[config.mk]
export PLATFORM = sky130hd
export DESIGN_NAME = fcbu_branch_unit
export DESIGN_NICKNAME = d
export VERILOG_FILES = /design/src/rtl/fcbu_pkg.sv /design/src/rtl/fcbu_cond.sv /design/src/rtl/fcbu_branch_unit.sv
export SDC_FILE = /design/constraint.sdc
export NUM_CORES = 1
export LEC_CHECK = 0
export BUFFER_PORTS_ARGS = -buffer_cell sky130_fd_sc_hd__clkbuf_2
export CAP_MARGIN = 20
export CORE_MARGIN = 10
export CORE_UTILIZATION = 44
export CTS_CLUSTER_SIZE = 24
export DETAILED_ROUTE_END_ITERATION = 10
export PLACE_DENSITY_LB_ADDON = 0.1
export REMOVE_ABC_BUFFERS = 1
export SETUP_SLACK_MARGIN = 0.1
export SKIP_LAST_GASP = 1
export SYNTH_ARGS = -nofsm -noshare
export SYNTH_HDL_FRONTEND = slang
export SYNTH_SLANG_ARGS = --single-unit
export TNS_END_PERCENT = 1
[constraint.sdc]
create_clock -name clk -period 1.8 [get_ports clk]
set_input_delay 0.36 -clock clk [delete_from_list [all_inputs] [get_ports clk]]
set_output_delay 0.36 -clock clk [all_outputs]
set_load 0.02 [all_outputs]
[src/rtl/fcbu_pkg.sv]
// fcbu_pkg: widths, encodings, reset values and carrier structs of the
// flag conditional branch unit.
// assumes the core decodes the instruction word into fcbu_instr_s.
package fcbu_pkg;

   localparam int unsigned PC_W  = 16;   // program counter, word address
   localparam int unsigned OFF_W = 7;    // signed word offset field
   localparam logic [PC_W-1:0]  PC_RESET  = 16'h0000;
   localparam logic [PC_W-1:0]  PC_STEP   = 16'h0001;
   localparam logic [OFF_W-1:0] OFF_RESET = 7'h00;
   // cycles from acceptance to completion
   localparam int unsigned CYC_NOT_TAKEN = 1;
   localparam int unsigned CYC_TAKEN     = 2;

   // decoded branch kind, one-hot; zero means not one of ours
   typedef enum logic [4:0] {
      KIND_NONE        = 5'h00,
      BRANCH_HALF_CARRY_CLEAR   = 5'h01,
      BRANCH_TRANSFER_BIT_SET   = 5'h02,
      BRANCH_TRANSFER_BIT_CLEAR = 5'h04,
      BRANCH_OVERFLOW_SET       = 5'h08,
      BRANCH_OVERFLOW_CLEAR     = 5'h10
   } fcbu_kind_e;

   typedef enum logic [1:0] {
      ST_IDLE  = 2'h1,
      ST_FLUSH = 2'h2
   } fcbu_state_e;

   typedef struct packed {
      logic halfCarry;
      logic transferBit;
      logic overflow;
   } fcbu_flags_s;

   typedef struct packed {
      logic             valid;
      fcbu_kind_e       kind;
      logic [OFF_W-1:0] offset;
   } fcbu_instr_s;

   typedef struct packed {
      fcbu_state_e     state;
      logic [PC_W-1:0] pcOut;
      logic            pcLoad;
      logic            flush;
      logic            done;
      logic            taken;
      logic            ready;
      logic            flagWrite;
   } fcbu_state_s;

endpackage

[src/rtl/fcbu_cond.sv]
// fcbu_cond: decides whether a decoded branch is taken from the flags.
// assumes kind is one-hot or zero; zero never yields a taken branch.
`timescale 1ns/1ps
module fcbu_cond
   import fcbu_pkg::*;
(
   input  wire fcbu_pkg::fcbu_kind_e  kind,
   input  wire fcbu_pkg::fcbu_flags_s flags,
   output logic                       taken
);

   // one case arm per kind; any other value, zero included, is not taken
   always_comb begin
      taken = 1'b0;
      case (kind)
         BRANCH_HALF_CARRY_CLEAR:   taken = !flags.halfCarry;
         BRANCH_TRANSFER_BIT_SET:   taken = flags.transferBit;
         BRANCH_TRANSFER_BIT_CLEAR: taken = !flags.transferBit;
         BRANCH_OVERFLOW_SET:       taken = flags.overflow;
         BRANCH_OVERFLOW_CLEAR:     taken = !flags.overflow;
         default:                   taken = 1'b0;
      endcase
   end

endmodule

[src/rtl/fcbu_branch_unit.sv]
// fcbu_branch_unit: execute slice for five flag-tested relative branches.
// assumes instr, flags and pc are stable in the cycle instr.valid and
// ready are both high; the core loads pc from pcOut when pcLoad pulses.
// Function
// - half carry clear: pc gets pc+k+1
// - transfer bit set: pc gets pc+k+1
// - transfer bit clear: pc gets pc+k+1
// - overflow set: pc gets pc+k+1
// - overflow clear: pc gets pc+k+1
`timescale 1ns/1ps
module fcbu_branch_unit
   import fcbu_pkg::*;
(
   input  wire                        clk,
   input  wire                        reset,
   input  wire fcbu_pkg::fcbu_instr_s instr,
   input  wire fcbu_pkg::fcbu_flags_s flags,
   input  wire logic [PC_W-1:0]       pc,
   output logic [PC_W-1:0]            pcOut,
   output logic                       pcLoad,
   output logic                       flush,
   output logic                       done,
   output logic                       taken,
   output logic                       ready,
   output logic                       flagWrite
);
   import fcbu_pkg::*;

   fcbu_state_s     st_reg;
   fcbu_state_s     st_next;
   logic            condTrue;
   logic            accept;
   logic [PC_W-1:0] offsetExt;
   logic [PC_W-1:0] target;
   logic [PC_W-1:0] seqPc;

   // condition evaluation kept apart so the kind table stays in one place
   fcbu_cond u_cond (
      .kind  (instr.kind),
      .flags (flags),
      .taken (condTrue)
   );

   // offset is a signed word count, sign-extended to pc width
   assign offsetExt = {{(PC_W-OFF_W){instr.offset[OFF_W-1]}}, instr.offset};
   assign target    = pc + offsetExt + PC_STEP;
   assign seqPc     = pc + PC_STEP;
   // only branches of ours are taken; others are left to the core
   assign accept    = instr.valid && st_reg.ready && (instr.kind != KIND_NONE);

   // next-state logic; pulses fall back to zero unless set below
   always_comb begin
      st_next           = st_reg;
      st_next.pcLoad    = 1'b0;
      st_next.flush     = 1'b0;
      st_next.done      = 1'b0;
      st_next.flagWrite = 1'b0;  // status flags are never written
      case (st_reg.state)
         ST_IDLE: begin
            if (accept) begin
               st_next.pcLoad = 1'b1;
               st_next.taken  = condTrue;
               if (condTrue) begin
                  // taken: prefetched word is stale, spend a second cycle
                  st_next.pcOut = target;
                  st_next.flush = 1'b1;
                  st_next.ready = 1'b0;
                  st_next.state = ST_FLUSH;
               end else begin
                  st_next.pcOut = seqPc;
                  st_next.done  = 1'b1;
               end
            end
         end
         ST_FLUSH: begin
            st_next.done  = 1'b1;
            st_next.ready = 1'b1;
            st_next.state = ST_IDLE;
         end
         default: begin
            st_next.ready = 1'b1;
            st_next.state = ST_IDLE;
         end
      endcase
   end

   // state register; reset leaves the unit idle and ready
   always_ff @(posedge clk or posedge reset) begin
      if (reset) begin
         st_reg.state     <= ST_IDLE;
         st_reg.pcOut     <= PC_RESET;
         st_reg.pcLoad    <= 1'b0;
         st_reg.flush     <= 1'b0;
         st_reg.done      <= 1'b0;
         st_reg.taken     <= 1'b0;
         st_reg.ready     <= 1'b1;
         st_reg.flagWrite <= 1'b0;
      end else begin
         st_reg <= st_next;
      end
   end

   // outputs straight from the state flops
   assign pcOut     = st_reg.pcOut;
   assign pcLoad    = st_reg.pcLoad;
   assign flush     = st_reg.flush;
   assign done      = st_reg.done;
   assign taken     = st_reg.taken;
   assign ready     = st_reg.ready;
   assign flagWrite = st_reg.flagWrite;
endmodule

-- Word-level counts from Yosys, hierarchy flattened
Cells that the tools add are included.
- flip-flop bits (word level): 23
- input bits: 34
- output and inout port bits: 22
- word-level logic and storage cells: 38
- $add $sub $neg: 3
- equality and inequality tests: 9
- mux-type cells: 11
- reductions and logical operators: 8
- operators with widths (operator ; count):
    $add A16 B1 Y16 const B ; 2
    $mux W23 ; 1
    $add A16 B16 Y16 ; 1
    $mux W16 ; 1
    $mux W2 ; 3
    $eq A5 B1 Y1 const B ; 1
    $eq A5 B2 Y1 const B ; 1
    $eq A5 B3 Y1 const B ; 1
    $eq A5 B4 Y1 const B ; 1
    $eq A5 B5 Y1 const B ; 1
    $pmux W1 S5 ; 1
    $reduce_bool A5 Y1 ; 1
    $mux W1 ; 4
    $ne A2 B2 Y1 const B ; 2
    $reduce_and A2 Y1 ; 2
    $logic_not A1 Y1 ; 3
    $eq A2 B1 Y1 const B ; 1
    $eq A2 B2 Y1 const B ; 1
    $logic_and A1 B1 Y1 ; 2
    $pmux W1 S2 ; 1

-- Depth between registers and ports, before layout
- word-level depth: 5
- depth in mapped cells: 10
- mapped depth without buffers: 10

-- Modules after synthesis
A second synthesis with hierarchy kept.
- cell total of the unflattened synthesis: 281
- area total of the unflattened synthesis: 2278.4 um^2
- modules (own cells, without submodules) (module ; instances ; cells each ; area each (um^2) ; seq. area each (um^2)):
    fcbu_branch_unit ; 1 ; 271 ; 2212.1 ; 551.8
    fcbu_cond ; 1 ; 10 ; 66.3 ; 0.0

-- Least setup slack after synthesis
OpenSTA, ideal clock, no wires.
- kind: input to register
- from: input pc[0]
- to: register pcOut[14] (netlist name)
- setup time: 0.087 ns
- data arrival time: 2.043 ns
- required time: 1.713 ns
- setup slack: -0.330 ns
- stages on the path: 10
- buffers on the path: 0
- cell sequence: inv_1 ha_1 inv_1 fa_1 a211oi_2 nor3_1 o21ai_1 a21oi_1 mux2_2 a22oi_1
- word-level cells in the longest chain between the ends: 3
- elaborated cells on any way between the ends: 4
- classes of those cells: add/sub: 3; mux: 1
- RTL lines (what ; line ; RTL):
    from (decl) ; fcbu_branch_unit.sv:18 ; input wire logic [PC_W-1:0] pc,
    $add A16 B16 Y16 ; fcbu_branch_unit.sv:46 ; assign target = pc + offsetExt + PC_STEP;
    $add A16 B1 Y16 ; fcbu_branch_unit.sv:46 ;
    $mux W16 (*) ; fcbu_branch_unit.sv:63 ; if (condTrue) begin
Every way passes the cells marked *; elsewhere a longest branch is shown, timed or not.
A chain may end at the register's enable or synchronous reset.

-- Final worst setup path
- from: input instr[0] (netlist name)
- to: register pcOut[6] (netlist name)
- word-level cells in the longest chain between the ends: 3
- RTL lines (what ; line ; RTL):
    from (decl) ; fcbu_branch_unit.sv:16 ; input wire fcbu_pkg::fcbu_instr_s instr,
    $add A16 B16 Y16 ; fcbu_branch_unit.sv:46 ;
    $add A16 B1 Y16 ; fcbu_branch_unit.sv:46 ;
    $mux W16 ; fcbu_branch_unit.sv:63 ;
Every way passes these cells.

==> reports/summary.txt <==
Status -> finished with violations
Failing checks -> setup timing
GRT Util Overall -> 0.139
Port Buf Inserts -> 54
Clk slew on worst S/H paths -> 80 ps
P_leak -> 1.52 nW
Die ar. -> 0.00847 mm2
Most frequent cells in the layout -> 70 x buf_4, 52 x clkbuf_2, 30 x nand2_1, 22 x nor2_1, 21 x dfrtp_1
Max-Cap Viols -> 0
Final setup violation count -> 10
EDFF count, synth -> 0
Top_reg_cell synth -> dfrtp_1
Setup crit start -> instr[0]
Async SR Flop Fraction -> 1.00
Min Tclk post-route -> 1990 ps
Core area -> 0.00507 mm2
Sequential fraction of the synthesis area -> 0.242
Avg Cell Area, Syn -> 8.04 um2
Critical Path AT -> 2170 ps
CTS Sinks -> 22
Total congestion overflow -> 0
Hold Fails Final Rpt -> 0
Post-layout util -> 0.614
Final setup margin -> -187 ps
Kind of critical path -> in2reg
Vias per cell -> 4.96
Row cnt -> 26
P&R area growth vs syn -> 36.5%
TritonCTS clock tree -> built
Hold crit path type -> in2async
Final Wtd Congestion -> 0.868
Fraction of layout cells with a size suffix above 1 -> 0.387
Final Cycle Share -> 1.10
Final Net Count -> 444
Vert. Die Dim -> 92.0 um
DR iter-0 viols -> 78
ANT nets after route -> 0
DP Area -> 0.00300 mm2
Pre-CTS WS -> -522 ps
Drt wl/cell -> 13.4 um
Yosys warns -> 0
Crit. End Element -> flop
DRC Markers -> 0
Hpwl dp -> 5330 um
Hold WS -> 111 ps
WP data required -> 1980 ps
Flop-to-flop setup slack -> 80 ps
Die W -> 92.0 um
First-pass GRT wire length -> 10100 um
Number of flip-flops in the largest register -> 16
R2R depth -> 7
Layout Skew -> 7.31 ps
Diode count -> 0
Cell Area, Synth -> 0.00228 mm2
Fin Setup TNS -> -1150 ps
Detailed Route WL -> 6150 um
Initial antenna violation count -> 0
Startpoint Class -> primary input
H-tree levels -> 1
Netlist cell types -> 56
Count of pins over their slew limit -> 0
Vias -> 2283
CTS root buf -> clkbuf_8
Clk_lat worst skew -> 260 ps
Number of global-route vias before repair -> 2246
Post-Synthesis Cells -> 284
Final Non-Filler Cells -> 460
Yosys reg bits -> 22
Reg2reg end -> pcOut[10]$_DFFE_PP0P_
FF-to-FF Start -> st_reg[22]$_DFFE_PP1P_
Max Clk Rate -> 503 MHz
Total CTS buffers -> 3
Number of instances in the placed design -> 454
Total design power -> 2.86 mW
Most common cell after layout, fill and taps aside -> buf_4
Initial Util -> 0.450
Largest net degree at the start of global routing -> 23
Pwr dens -> 916 mW/mm2
Crit path max fanout -> 2
RSZ-0062 raised after global routing -> true
Pre-Repair DR Iteration Count -> 4
IO Pins -> 56
Design area -> 0.00312 mm2
Max Root-Sink Buffers -> 2
Peak VDD IR -> 0.582 mV
[per-layer routing]
metal / vias to the layer above / global-route usage / routed length, um
met5: - / 0 / 0
met3: 2 / 0.0228 / 296
met4: 0 / 0.0308 / 35
li1: 1201 / - / -
met1: 1044 / 0.170 / 2810
met2: 36 / 0.248 / 3010
[Yosys cell counts, drive strengths merged (3+ instances only)]
master  instances  share of area
nand2b          4          0.012
nand4           5          0.014
buf            22          0.082
o211ai          6          0.020
dfrtp          21           0.23
and3            4          0.011
xor2           10          0.038
a211oi          3          0.012
o21a            5          0.016
a21oi          20          0.044
nor3            7          0.015
xnor2          12          0.046
ha             18          0.099
a22oi           4          0.013
a31oi           3         0.0082
inv            14          0.025
nor2           23          0.039
nand3          15          0.033
nand2          31          0.054
o21ai          25          0.056
[power breakdown]
group,internal [mW],total [mW],switching (mW)
registers,0.727,0.853,0.125
clock network,0.194,0.343,0.149
logic,0.707,1.66,0.953
[worst max-delay path: stages]
cell      delay, ps
buf_6           100
inv_4            50
ha_4            130
inv_2            30
fa_2            360
a211oi_4        290
buf_4           160
o21bai_1         70
a21oi_1         170
xnor2_1         200
a21oi_1         120
o21ai_1         120
[worst max path at each step]
| stage | endpoint | slack (ps) | cells after the start |
|---|---|---|---|
| finish | pcOut[6]$_DFFE_PP0P_ | -190 | 12 |
| global route | pcOut[6]$_DFFE_PP0P_ | -270 | 12 |
| CTS | pcOut[6]$_DFFE_PP0P_ | -170 | 12 |
| detailed placement | pcOut[6]$_DFFE_PP0P_ | -520 | 12 |
| global placement | pcOut[6]$_DFFE_PP0P_ | -470 | 12 |
| floorplan | pcOut[15]$_DFFE_PP0P_ | -430 | 5 |
[logic make-up after synthesis]
family | after synthesis | synth area share
mux | 4 | 0.0186
fa+ha+maj | 19 | 0.107
compound gates | 78 | 0.223
flops | 22 | 0.242
simple gates | 100 | 0.213
buf+inv | 38 | 0.111
other cells | 1 | 0.00164
xor+xnor | 22 | 0.0844
[final cells by class]
| type | instances | area, um2 |
|---|---|---|
| clock buffers | 4 | 55.1 |
| inverters | 14 | 65.1 |
| repair buffers | 126 | 852 |
| flip-flops and latches | 22 | 552 |
| multi-input cells | 224 | 1510 |
| well taps | 70 | 87.6 |
| fillers | 488 | 1960 |
[timing repair]
action                                  4_1_cts  5_1_grt
cloned                                        0        0
pin swaps                                    12        8
buffers inserted                              2        0
endpoints found under the setup margin       13       20
gates resized for setup                       9        8
hold buffers                                  0        0
Note: power is estimated with default switching activity, not from simulation.
